`src/common/irc_pkg.sv`:
```
// package: constants for the interrupt and reset control block
package irc_pkg;
	// vector pair base addresses
	localparam logic [15:0] VEC_RESET = 16'h3FFE;
	localparam logic [15:0] VEC_TRAP = 16'h3FFC;
	localparam logic [15:0] VEC_EXT = 16'h3FFA;
	localparam logic [15:0] VEC_TIMER = 16'h3FF8;
	localparam logic [15:0] VEC_ASYNC = 16'h3FF6;
	localparam logic [15:0] VEC_SYNC = 16'h3FF4;
	// option register addresses (reference only, bits arrive as ports)
	localparam logic [15:0] OPTION_REG_ADDR = 16'h3FDF;
	localparam logic [15:0] MASK_OPTION_REG_ADDR = 16'h3FF1;
	// power-up stabilisation delay in processor cycles
	localparam int POR_DELAY_CYC = 4064;
	// reset pin low time: one and a half machine cycles, in ns, at 10 ns clock
	localparam int CLK_PERIOD_NS = 10;
	localparam int RESET_LOW_NS = 15;
	localparam int RESET_LOW_CYC = (RESET_LOW_NS + CLK_PERIOD_NS - 1) / CLK_PERIOD_NS;
	// stack bytes per entry
	localparam logic [2:0] IRQ_STACK_BYTES = 3'h5;
	localparam logic [2:0] CALL_STACK_BYTES = 3'h2;
	// selected service source
	typedef enum logic [2:0] {
		IRC_SRC_NONE,
		IRC_SRC_EXT,
		IRC_SRC_TIMER,
		IRC_SRC_ASYNC,
		IRC_SRC_SYNC,
		IRC_SRC_TRAP
	} irc_src_type;
endpackage

```
`src/design/irc_reset_seq.sv`:
```
// module: reset sequencer with power-up delay and reset pin handling
module irc_reset_seq (
	input wire logic sys_clk_i,
	input wire logic sys_rst_i,
	input wire logic sw_option_mode_i,
	input wire logic reset_pin_i,
	input wire logic watchdog_reset_i,
	input wire logic clock_monitor_reset_i,
	output logic reset_pin_o,
	output logic reset_pin_oe_n_o,
	output logic core_reset_o,
	output logic reset_start_o
);
	// power-up delay counter and pin filter
	logic [11:0] por_cnt_r, por_cnt_nxt;
	logic por_busy_r, por_busy_nxt;
	logic [1:0] low_cnt_r, low_cnt_nxt;
	logic hold_r, hold_nxt;
	logic start_r, start_nxt;
	logic int_drive;

	// next-state logic
	always_comb begin
		por_cnt_nxt = por_cnt_r;
		por_busy_nxt = por_busy_r;
		low_cnt_nxt = low_cnt_r;
		hold_nxt = hold_r;
		start_nxt = 1'b0;
		// count out the stabilisation delay
		if (por_busy_r) begin
			if (por_cnt_r == 12'(irc_pkg::POR_DELAY_CYC - 1)) begin
				por_busy_nxt = 1'b0;
				// keep holding so the release below still raises the start pulse
				hold_nxt = hold_r || !reset_pin_i;
			end else begin
				por_cnt_nxt = por_cnt_r + 12'h001;
			end
		end
		// pin low long enough resets the device
		if (!reset_pin_i) begin
			if (low_cnt_r != 2'(irc_pkg::RESET_LOW_CYC))
				low_cnt_nxt = low_cnt_r + 2'h1;
			else
				hold_nxt = 1'b1;
		end else begin
			low_cnt_nxt = 2'h0;
			// rising pin edge releases at the next clock edge
			if (hold_r && !por_busy_r && !int_drive) begin
				hold_nxt = 1'b0;
				start_nxt = 1'b1;
			end
		end
		if (watchdog_reset_i || clock_monitor_reset_i)
			hold_nxt = 1'b1;
	end

	// internal reset sources drive the pin in software-option mode
	assign int_drive = por_busy_r || watchdog_reset_i || clock_monitor_reset_i;

	// registers; power-up modelled by sys_rst_i
	always_ff @(posedge sys_clk_i) begin
		if (sys_rst_i) begin
			por_cnt_r <= 12'h000;
			por_busy_r <= 1'b1;
			low_cnt_r <= 2'h0;
			hold_r <= 1'b1;
			start_r <= 1'b0;
		end else begin
			por_cnt_r <= por_cnt_nxt;
			por_busy_r <= por_busy_nxt;
			low_cnt_r <= low_cnt_nxt;
			hold_r <= hold_nxt;
			start_r <= start_nxt;
		end
	end

	// mask-option mode keeps the pin input-only
	assign reset_pin_o = 1'b0;
	assign reset_pin_oe_n_o = !(sw_option_mode_i && int_drive);
	assign core_reset_o = hold_r || por_busy_r || watchdog_reset_i || clock_monitor_reset_i;
	assign reset_start_o = start_r;
endmodule

```
`src/design/irc_top.sv`:
```
// module: interrupt prioritisation and reset control top level
// Functional notes
// - entry stacks registers and sets mask
// - interrupts wait for instruction end, gated
// - fixed priority: reset, external, timer, async, sync
// - trap ignores mask, vector at 3FFC
// - any reset aborts and vectors 3FFE
// - falling edge latched, vector 3FFA
// - pulled-up port B pins act as external
// - trigger sensitivity selected per configuration
// - external latch clears early in service
// - timer flags with enables vector 3FF8
// - async five flags, three enables, 3FF6
// - sync two flags, one enable, 3FF4
// - hold reset 4064 cycles, drive pin in software mode
// - pin low after delay keeps reset
// - pin low 1.5 cycles resets device; the filter needs the pin low at three successive clock edges
// - internal resets drive pin in software mode
// - sequence starts after pin rising edge
// - masked requests stay latched until unmasked
// - interrupt uses five stack bytes
module irc_top (
	input wire logic sys_clk_i,
	input wire logic sys_rst_i,
	input wire logic sw_option_mode_i, // high: software-option configuration
	input wire logic option_edge_level_i, // option register trigger bit
	input wire logic mask_option_trigger_select_i, // mask option trigger bit
	input wire logic ext_irq_pin_i, // active-low interrupt pin
	input wire logic [7:0] port_b_pin_i,
	input wire logic [7:0] port_b_pullup_i,
	input wire logic input_capture_flag_i,
	input wire logic capture_irq_enable_i,
	input wire logic output_compare_flag_i,
	input wire logic compare_irq_enable_i,
	input wire logic timer_overflow_flag_i,
	input wire logic overflow_irq_enable_i,
	input wire logic transmit_empty_flag_i,
	input wire logic transmit_complete_flag_i,
	input wire logic transmit_irq_enable_i,
	input wire logic receive_full_flag_i,
	input wire logic overrun_flag_i,
	input wire logic receive_irq_enable_i,
	input wire logic line_idle_flag_i,
	input wire logic line_quiet_irq_enable_i,
	input wire logic sync_transfer_done_flag_i,
	input wire logic sync_mode_fault_flag_i,
	input wire logic sync_serial_irq_enable_i,
	input wire logic global_mask_i, // mask bit of condition_flags_register
	input wire logic instr_done_i, // pulse: current instruction complete
	input wire logic trap_fetch_i, // pulse: software_trap_instruction fetched
	input wire logic return_from_handler_i, // pulse: return instruction executing
	input wire logic ext_latch_clear_i, // pulse: early in service routine
	input wire logic reset_pin_i,
	input wire logic watchdog_reset_i,
	input wire logic clock_monitor_reset_i,
	output logic reset_pin_o,
	output logic reset_pin_oe_n_o,
	output logic core_reset_o,
	output logic reset_start_o,
	output logic service_o, // pulse: enter service now
	output logic [2:0] service_src_o,
	output logic [15:0] vector_addr_o, // pair base, high byte address
	output logic [15:0] vector_lo_addr_o, // low byte address
	output logic stack_push_o, // level while entry stacking runs
	output logic stack_pull_o, // level while return unstacking runs
	output logic set_global_mask_o, // pulse with entry
	output logic [2:0] stack_bytes_o,
	output logic pin_level_o // level for pin-level branch instructions
);
	// external trigger, latch and sequencing state
	logic ext_q_r, ext_q_nxt;
	logic ext_latch_r, ext_latch_nxt;
	logic trap_pend_r, trap_pend_nxt;
	logic [2:0] src_r, src_nxt;
	logic [15:0] vec_r, vec_nxt;
	logic svc_r, svc_nxt;
	logic [2:0] cnt_r, cnt_nxt;
	logic push_r, push_nxt;
	logic pull_r, pull_nxt;
	logic [2:0] bytes_r, bytes_nxt;
	logic edge_level;
	logic ext_line;
	logic ext_req, timer_req, async_req, sync_req;
	logic core_rst;

	// vector base for a source
	function automatic logic [15:0] vec_of(input logic [2:0] s);
		case (s)
			3'(irc_pkg::IRC_SRC_EXT): vec_of = irc_pkg::VEC_EXT;
			3'(irc_pkg::IRC_SRC_TIMER): vec_of = irc_pkg::VEC_TIMER;
			3'(irc_pkg::IRC_SRC_ASYNC): vec_of = irc_pkg::VEC_ASYNC;
			3'(irc_pkg::IRC_SRC_SYNC): vec_of = irc_pkg::VEC_SYNC;
			3'(irc_pkg::IRC_SRC_TRAP): vec_of = irc_pkg::VEC_TRAP;
			default: vec_of = irc_pkg::VEC_RESET;
		endcase
	endfunction

	// reset sequencer
	irc_reset_seq u_rst (
		.sys_clk_i(sys_clk_i),
		.sys_rst_i(sys_rst_i),
		.sw_option_mode_i(sw_option_mode_i),
		.reset_pin_i(reset_pin_i),
		.watchdog_reset_i(watchdog_reset_i),
		.clock_monitor_reset_i(clock_monitor_reset_i),
		.reset_pin_o(reset_pin_o),
		.reset_pin_oe_n_o(reset_pin_oe_n_o),
		.core_reset_o(core_rst),
		.reset_start_o(reset_start_o)
	);
	assign core_reset_o = core_rst;

	// sensitivity comes from the configuration in force
	assign edge_level = sw_option_mode_i ? option_edge_level_i : mask_option_trigger_select_i;
	// pulled-up port B pins join the pin as a wired low source
	assign ext_line = ext_irq_pin_i && &(port_b_pin_i | ~port_b_pullup_i);
	assign pin_level_o = ext_line;

	// group requests; flags are only read, never cleared here
	assign timer_req = (input_capture_flag_i && capture_irq_enable_i) ||
		(output_compare_flag_i && compare_irq_enable_i) ||
		(timer_overflow_flag_i && overflow_irq_enable_i);
	assign async_req = ((transmit_empty_flag_i || transmit_complete_flag_i) && transmit_irq_enable_i) ||
		((receive_full_flag_i || overrun_flag_i) && receive_irq_enable_i) ||
		(line_idle_flag_i && line_quiet_irq_enable_i);
	assign sync_req = (sync_transfer_done_flag_i || sync_mode_fault_flag_i) && sync_serial_irq_enable_i;
	// level mode keeps asking while the line stays low
	assign ext_req = ext_latch_r || (edge_level && !ext_line);

	// next-state logic for latch, arbitration and stacking
	always_comb begin
		ext_q_nxt = ext_line;
		ext_latch_nxt = ext_latch_r;
		trap_pend_nxt = trap_pend_r;
		src_nxt = src_r;
		vec_nxt = vec_r;
		svc_nxt = 1'b0;
		cnt_nxt = cnt_r;
		push_nxt = push_r;
		pull_nxt = pull_r;
		bytes_nxt = bytes_r;
		// early clear first so a new edge in the same cycle wins
		if (ext_latch_clear_i)
			ext_latch_nxt = 1'b0;
		if (ext_q_r && !ext_line)
			ext_latch_nxt = 1'b1;
		if (trap_fetch_i)
			trap_pend_nxt = 1'b1;
		// stacking and unstacking count down bytes
		if (cnt_r != 3'h0) begin
			cnt_nxt = cnt_r - 3'h1;
			if (cnt_r == 3'h1) begin
				push_nxt = 1'b0;
				pull_nxt = 1'b0;
			end
		end else if (return_from_handler_i) begin
			cnt_nxt = irc_pkg::IRQ_STACK_BYTES;
			pull_nxt = 1'b1;
			bytes_nxt = irc_pkg::IRQ_STACK_BYTES;
		end else if (instr_done_i) begin
			// arbitration only at instruction boundaries
			src_nxt = 3'(irc_pkg::IRC_SRC_NONE);
			if (!global_mask_i && ext_req)
				src_nxt = 3'(irc_pkg::IRC_SRC_EXT);
			else if (!global_mask_i && timer_req)
				src_nxt = 3'(irc_pkg::IRC_SRC_TIMER);
			else if (!global_mask_i && async_req)
				src_nxt = 3'(irc_pkg::IRC_SRC_ASYNC);
			else if (!global_mask_i && sync_req)
				src_nxt = 3'(irc_pkg::IRC_SRC_SYNC);
			else if (trap_pend_r) begin
				src_nxt = 3'(irc_pkg::IRC_SRC_TRAP);
				trap_pend_nxt = 1'b0;
			end
			if (src_nxt != 3'(irc_pkg::IRC_SRC_NONE)) begin
				svc_nxt = 1'b1;
				vec_nxt = vec_of(src_nxt);
				cnt_nxt = irc_pkg::IRQ_STACK_BYTES;
				push_nxt = 1'b1;
				bytes_nxt = irc_pkg::IRQ_STACK_BYTES;
			end
		end
	end

	// registers; any reset aborts work and points at the reset vector
	always_ff @(posedge sys_clk_i) begin
		if (sys_rst_i || core_rst) begin
			ext_q_r <= 1'b1;
			ext_latch_r <= 1'b0;
			trap_pend_r <= 1'b0;
			src_r <= 3'(irc_pkg::IRC_SRC_NONE);
			vec_r <= irc_pkg::VEC_RESET;
			svc_r <= 1'b0;
			cnt_r <= 3'h0;
			push_r <= 1'b0;
			pull_r <= 1'b0;
			bytes_r <= irc_pkg::CALL_STACK_BYTES;
		end else begin
			ext_q_r <= ext_q_nxt;
			ext_latch_r <= ext_latch_nxt;
			trap_pend_r <= trap_pend_nxt;
			src_r <= src_nxt;
			vec_r <= vec_nxt;
			svc_r <= svc_nxt;
			cnt_r <= cnt_nxt;
			push_r <= push_nxt;
			pull_r <= pull_nxt;
			bytes_r <= bytes_nxt;
		end
	end

	assign service_o = svc_r;
	assign service_src_o = src_r;
	assign vector_addr_o = vec_r;
	assign vector_lo_addr_o = vec_r + 16'h0001;
	assign stack_push_o = push_r;
	assign stack_pull_o = pull_r;
	assign set_global_mask_o = svc_r;
	assign stack_bytes_o = bytes_r;

	// checks
	ext_prio_a: assert property (@(posedge sys_clk_i) disable iff (sys_rst_i || core_rst)
		instr_done_i && cnt_r == 3'h0 && !return_from_handler_i && !global_mask_i && ext_req
		|=> service_o && service_src_o == 3'(irc_pkg::IRC_SRC_EXT))
		else $error("external not chosen first");
	mask_block_a: assert property (@(posedge sys_clk_i) disable iff (sys_rst_i || core_rst)
		$rose(service_o) && global_mask_i == $past(global_mask_i) && $past(global_mask_i)
		|-> service_src_o == 3'(irc_pkg::IRC_SRC_TRAP))
		else $error("masked source serviced");
	trap_vec_a: assert property (@(posedge sys_clk_i) disable iff (sys_rst_i || core_rst)
		service_o && service_src_o == 3'(irc_pkg::IRC_SRC_TRAP) |-> vector_addr_o == irc_pkg::VEC_TRAP)
		else $error("trap vector wrong");
	timer_vec_a: assert property (@(posedge sys_clk_i) disable iff (sys_rst_i || core_rst)
		service_o && service_src_o == 3'(irc_pkg::IRC_SRC_TIMER) |-> vector_addr_o == irc_pkg::VEC_TIMER)
		else $error("timer vector wrong");
	edge_latch_a: assert property (@(posedge sys_clk_i) disable iff (sys_rst_i || core_rst)
		$fell(ext_line) ##1 1'b1 |=> ext_latch_r)
		else $error("falling edge not latched");
	push_len_a: assert property (@(posedge sys_clk_i) disable iff (sys_rst_i || core_rst)
		$rose(stack_push_o) |-> stack_push_o [*5] ##1 !stack_push_o)
		else $error("stacking not five bytes");
	pull_len_a: assert property (@(posedge sys_clk_i) disable iff (sys_rst_i || core_rst)
		$rose(stack_pull_o) |-> stack_pull_o [*5] ##1 !stack_pull_o)
		else $error("unstacking not five bytes");
	mask_set_a: assert property (@(posedge sys_clk_i) disable iff (sys_rst_i || core_rst)
		service_o |-> set_global_mask_o && stack_push_o)
		else $error("entry without mask set");
	lo_addr_a: assert property (@(posedge sys_clk_i) disable iff (sys_rst_i)
		vector_lo_addr_o == vector_addr_o + 16'h0001)
		else $error("vector byte pair broken");
	rst_vec_a: assert property (@(posedge sys_clk_i) disable iff (sys_rst_i)
		core_rst |=> vector_addr_o == irc_pkg::VEC_RESET && !service_o)
		else $error("reset did not abort");
	ext_svc_c: cover property (@(posedge sys_clk_i) service_o && service_src_o == 3'(irc_pkg::IRC_SRC_EXT));
	trap_svc_c: cover property (@(posedge sys_clk_i) service_o && service_src_o == 3'(irc_pkg::IRC_SRC_TRAP));
	sync_svc_c: cover property (@(posedge sys_clk_i) service_o && service_src_o == 3'(irc_pkg::IRC_SRC_SYNC));
	rst_start_c: cover property (@(posedge sys_clk_i) reset_start_o);
endmodule

```
`config.mk`:
```
export PLATFORM = sky130hd
export DESIGN_NAME = irc_top
export DESIGN_NICKNAME = d
export VERILOG_FILES = /design/src/common/irc_pkg.sv /design/src/design/irc_reset_seq.sv /design/src/design/irc_top.sv
export SDC_FILE = /design/constraint.sdc
export NUM_CORES = 1
export LEC_CHECK = 0
export BUFFER_PORTS_ARGS = -buffer_cell sky130_fd_sc_hd__buf_2
export CORE_MARGIN = 4
export CORE_UTILIZATION = 46
export DETAILED_ROUTE_END_ITERATION = 10
export GPL_TIMING_DRIVEN = 0
export HOLD_SLACK_MARGIN = 0.05
export PLACE_DENSITY = 0.79
export SYNTH_ARGS = -nofsm -noshare
export SYNTH_HDL_FRONTEND = slang
export SYNTH_HIERARCHICAL = 1
export SYNTH_SLANG_ARGS = --single-unit
```
`constraint.sdc`:
```
create_clock -name sys_clk_i -period 2.4 [get_ports sys_clk_i]
set_input_delay 0.24 -clock sys_clk_i [delete_from_list [all_inputs] [get_ports sys_clk_i]]
set_output_delay 0.24 -clock sys_clk_i [all_outputs]
set_load 0.1 [all_outputs]
```
; ---- Yosys cells after proc, flatten, opt, wreduce, memory -nomap -nowiden
; Index checks and enable logic that the tools add are counted.
[totals]
in_bits = 47
wordCells = 138
ff_bits = 48
memories = 0
ramBits = 0
latchBits = 0
rom_bits = 0
output_inout_bits = 47
[op_classes]
n_bitwise = 7
order_cmp = 0
eq_ne = 10
n_div = 0
n_mux = 41
n_reduce_logical = 61
mul = 0
add_sub_neg = 4
n_shift = 0
[op_table]
columns = cell, count
row1 = $mux W3, 12
row2 = $mux W1, 28
row3 = $pmux W4 S5, 1
row4 = $logic_and A1 B1 Y1, 17
row5 = $add A16 B1 Y16 const B, 1
row6 = $logic_or A1 B1 Y1, 16
row7 = $add A12 B1 Y12 const B, 1
row8 = $eq A12 B12 Y1 const B, 1
row9 = $reduce_bool A2 Y1, 6
row10 = $reduce_bool A3 Y1, 4
row11 = $not A8 Y8, 1
row12 = $or A8 B8 Y8, 1
row13 = $reduce_and A4 Y1, 2
row14 = $reduce_and A8 Y1, 1
row15 = $eq A3 B1 Y1 const B, 2
row16 = $eq A3 B2 Y1 const B, 2
row17 = $eq A3 B3 Y1 const B, 2
row18 = $logic_not A1 Y1, 6
row19 = $reduce_and A2 Y1, 3
row20 = $reduce_and A3 Y1, 2
row21 = $reduce_or A2 Y1, 3
row22 = $not A1 Y1, 5
row23 = $ne A2 B1 Y1 const B, 2
row24 = $reduce_or A4 Y1, 1
row25 = other kinds (3), 3

; ---- Logic depth before layout (Yosys ltp)
[logic_depth]
word_depth = 17
ltp_mapped = 7
mapped_depth_nobuf = 7

; ---- Cells and area by module
; Netlist, hierarchy kept.
[modules_own_cells]
columns = mod, area_per_inst_um2, cells_per_inst, seq_area_each_um2, n_inst
row1 = irc_top, 1164.9, 145, 340.3, 1
row2 = irc_reset_seq, 818.3, 89, 340.3, 1

; ---- Worst setup path after synthesis
; OpenSTA, ideal clock, no wires.
[synth_path]
path_type = flip-flop to output port
from = register u_rst.por_busy_r
to = output port reset_pin_oe_n_o
required_ns = 2.160
arrival_ns = 2.726
setup_slack_ns = -0.566
stages_incl_launch_ff = 3
n_path_buf = 1
cell_sequence = dfxtp_1 -> buf_4 -> o31ai_1
[synth_between]
elab_chain_len = 4
[synth_rtl]
columns = item, line_no
row1 = "start, declared", irc_reset_seq.sv:16  ; logic por_busy_r, por_busy_nxt;
row2 = "start signal, assigned", irc_reset_seq.sv:70  ; por_busy_r <= por_busy_nxt;
row3 = $logic_or A1 B1 Y1 (2 in a row), irc_reset_seq.sv:58  ; assign int_drive = por_busy_r || watchdog_reset_i || clock_monitor_reset_i;
row4 = $logic_and A1 B1 Y1, irc_reset_seq.sv:79  ; assign reset_pin_oe_n_o = !(sw_option_mode_i && int_drive);
row5 = $logic_not A1 Y1, irc_reset_seq.sv:79
row6 = "end, declared", irc_top.sv:57  ; output logic reset_pin_oe_n_o,
; No other way between the ends.

; ---- Worst setup path in the final report
[layout_path]
from = register u_rst.por_busy_r
to = register vec_r[3], in the netlist vector_addr_o[3]
[layout_between]
elab_chain_len = 4
[layout_rtl]
columns = item, line_no
row1 = $logic_or A1 B1 Y1 (3 in a row), irc_reset_seq.sv:80  ; assign core_reset_o = hold_r || por_busy_r || watchdog_reset_i || clock_monitor_reset_i;
row2 = $logic_or A1 B1 Y1, irc_top.sv:187  ; if (sys_rst_i || core_rst) begin
row3 = "end signal, assigned", irc_top.sv:192  ; vec_r <= irc_pkg::VEC_RESET;
row4 = "end signal, assigned", irc_top.sv:203  ; vec_r <= vec_nxt;
row5 = "end, declared", irc_top.sv:75  ; logic [15:0] vec_r, vec_nxt;
; No other way between the ends.
; A chain may end at the register's enable or synchronous reset.

==> results.tsv <==
metric	value	unit
CORE AREA	0.00409	mm^2
Final nets	381	
FFs w/ async S/R, synth	0	
root buf cell	clkbuf_8	
Bufs and invs on worst path	2	
# resized after CTS	0	
WHS Endpoint	u_rst/reset_start_o	
final WL	4320	um
CTS Hold Bufs	0	
Max Cap Violations	0	
clock tree from TritonCTS	yes	
Mean Syn Cell Area	8.48	um^2
Post-synth EDFFs	0	
layout cell share with drive strength beyond 1	0.364	
Yosys top cell by area	dfxtp_1	
first-pass iteration count of the detailed router	4	
maximum clock rate	490	MHz
ys flop type	dfxtp_1	
crit-path cells	buf_4 > or4_4 > or2_2 > clkbuf_1 > a221o_1	
sequential fraction of the synthesis area	0.343	
Rel. slew slack	0.545	
worst hold path cell count	2	
Yosys warning count	6	
antenna cell count	0	
CTS Buffer Depth	2	
H-tree depth	2	
GRT overflow	0	
synth unique cells	54	
gr usage total	0.162	
CP Data Required Time	2580	ps
# setup viols final	0	
Crit-path slowest cell	or4_4	
top-area cell type share of the netlist area	0.343	
Post-Syn Area	0.00198	mm^2
Seq cells post-synth	34	
Vias/cell	4.86	
Pleak	1.23	nW
hpwl dp	3510	um
Wirelength per Cell	11.3	um
Fillers	368	
Max IR drop VDD	556	uV
die height	73.7	um
Iter 0 DRT Violations	64	
first-pass GRT wire length	6970	um
via count	1857	
Die W	73.7	um
largest net degree at the start of global routing	11	
FF-to-FF setup slack	360	ps
antenna violations before repair	0	
Num CTS Buffers	5	
Critical Path Start Type	flop	
Starting Density	0.485	
number of global-route vias before repair	1658	
critical path's largest stage delay	540	ps
final worst path period need	2040	ps
ranking of synthesized cells by area	dfxtp_1, buf_4, nor2_1	
Hold Crit Start	watchdog_reset_i	
reg2reg start	u_rst/por_busy_r	
Area growth syn-to-layout	29.4	%
FF-to-FF path depth	5	
RSZ-0062 raised after global routing	no	
dpl cells	374	
status	completed	
arrival time at the worst endpoint	2220	ps
Final ANT Viol Nets	0	
clock transition at the registers of the reported paths	70	ps
Post-Synthesis Cells	234	
Setup Skew	7.61	ps
clk sinks	34	
Max Slew Vio Count	0	
final setup TNS	0	ps
reg2reg end	vector_addr_o[3]	
FP Rows	23	
die area	0.00543	mm^2
slew at the pin closest to its max-slew limit	674	ps
worst skew pair latency	290	ps
I/O Buffers	66	
# DRC	0	
Min-Delay Path Class	input pin to flop	
Pwr per Cell Area	533	mW/mm^2
cell family contributing the most delay on the critical path	simple AND/OR/NAND/NOR gates	
kind of critical path	flop to flop	
post-CTS setup buffer count	0	
GP Congestion	0.791	
Finished Layout Cells	382	
Final Hold Fails	0	
Tcrit/Tclk final	0.851	
crit end category	flop	
Crit Path Max Fanout	10	
Top Ports	94	
-- flip-flops by register name, indices dropped and copies added (netlist names) --
name and flops:
u_rst/por_cnt_r 12, service_src_o 3, service_o 1, u_rst/por_busy_r 1
ext_q_r 1, ext_latch_r 1, stack_pull_o 1, u_rst/reset_start_o 1
u_rst/hold_r 1, trap_pend_r 1, stack_bytes_o 2, u_rst/low_cnt_r 2
vector_addr_o 3, stack_push_o 1, cnt_r 3
-- worst register-to-register path, delay by kind of cell, from the launching register on --
kind | cells | cell delay, ps
simple gates | 2 | 900
buf+inv | 2 | 420
flops | 1 | 310
compound gates | 1 | 310
-- metrics by stage --
stage / cell area, um^2 / worst slack [ps] / util / hold WS (ps) / total power [W]
finish: 2570 / 358 / 0.628 / 168 / 0.00137
global route: 2570 / 280 / 0.628 / 169 / 0.00143
CTS: 2570 / 362 / 0.628 / 161 / 0.00138
detailed placement: 2470 / 242 / 0.606 / 446 / 0.000946
global placement: 2470 / 236 / 0.606 / 437 / 0.000942
floorplan: 2080 / 287 / - / 316 / 0.000887
-- Yosys cell counts (all sizes together), types with 2 or more instances --
library cell,count
buf,36
dfxtp,34
nor2,24
a21oi,14
inv,12
nand2,12
nor3,9
o21ai,8
or3,6
nand3,5
mux2i,4
o31ai,4
xor2,4
a211oi,3
a41oi,3
and3,3
conb,3
ha,3
nand2b,3
nand4,3
nor2b,3
nor4,3
or4,3
a2111oi,2
a221o,2
a222oi,2
and2,2
clkbuf,2
nand3b,2
nand4b,2
or2b,2
xnor2,2
-- worst max-delay path by stage --
stage | startpoint | slack (ps) | depth (start not counted) | end
after floorplan | u_rst/por_busy_r | 290 | 5 | stack_bytes_o[1]
after global placement | input_capture_flag_i | 240 | 6 | cnt_r[1]
after detailed placement | input_capture_flag_i | 240 | 6 | cnt_r[1]
after CTS | u_rst/por_busy_r | 360 | 5 | vector_addr_o[3]
after global routing | u_rst/por_busy_r | 280 | 5 | stack_bytes_o[1]
final | u_rst/por_busy_r | 360 | 5 | vector_addr_o[3]
-- power by group --
group	switching (W)	internal, W	total [W]
Clock	0.000202	0.000231	0.000433
Sequential	0.00000529	0.000570	0.000575
Combinational	0.000264	0.0000953	0.000359
-- layout by cell type (no fill, tap or decap), drive strengths merged, types with 4 or more instances in the layout --
cell type  instances
nor3               9
a21oi             14
mux2i              4
nand3              5
inv               12
clkbuf             9
o21ai              8
or3                6
o31ai              4
dfxtp             34
nand2             12
nor2              24
xor2               4
conb              27
buf              102
-- kinds of logic after synthesis --
logic type	synth area share
flip-flops	0.343
buffers and inverters	0.167
AO/OA/AOI/OAI	0.182
adder cells (fa/ha/maj)	0.0189
AND/OR/NAND/NOR	0.237
other	0.00568
XOR/XNOR	0.0265
multiplexers	0.0202
-- metal layers --
layer | global-route usage | wire length [um]
met2 | 0.289 | 2240
met4 | 0.0543 | 23
met5 | 0 | 0
met1 | 0.185 | 1680
met3 | 0.0410 | 379
-- cell type report --
class | instances | area (um^2) | share of cell area
multi-input combinational | 173 | 1070 | 0.417
sequential | 34 | 681 | 0.265
timing repair buffer | 66 | 330 | 0.129
buffer | 38 | 282 | 0.110
clock buffer | 7 | 86.3 | 0.0336
tap | 50 | 62.6 | 0.0244
inverter | 13 | 48.8 | 0.0190
clock inverter | 1 | 5.00 | 0.00195
Power figures use the tool's default switching activity.
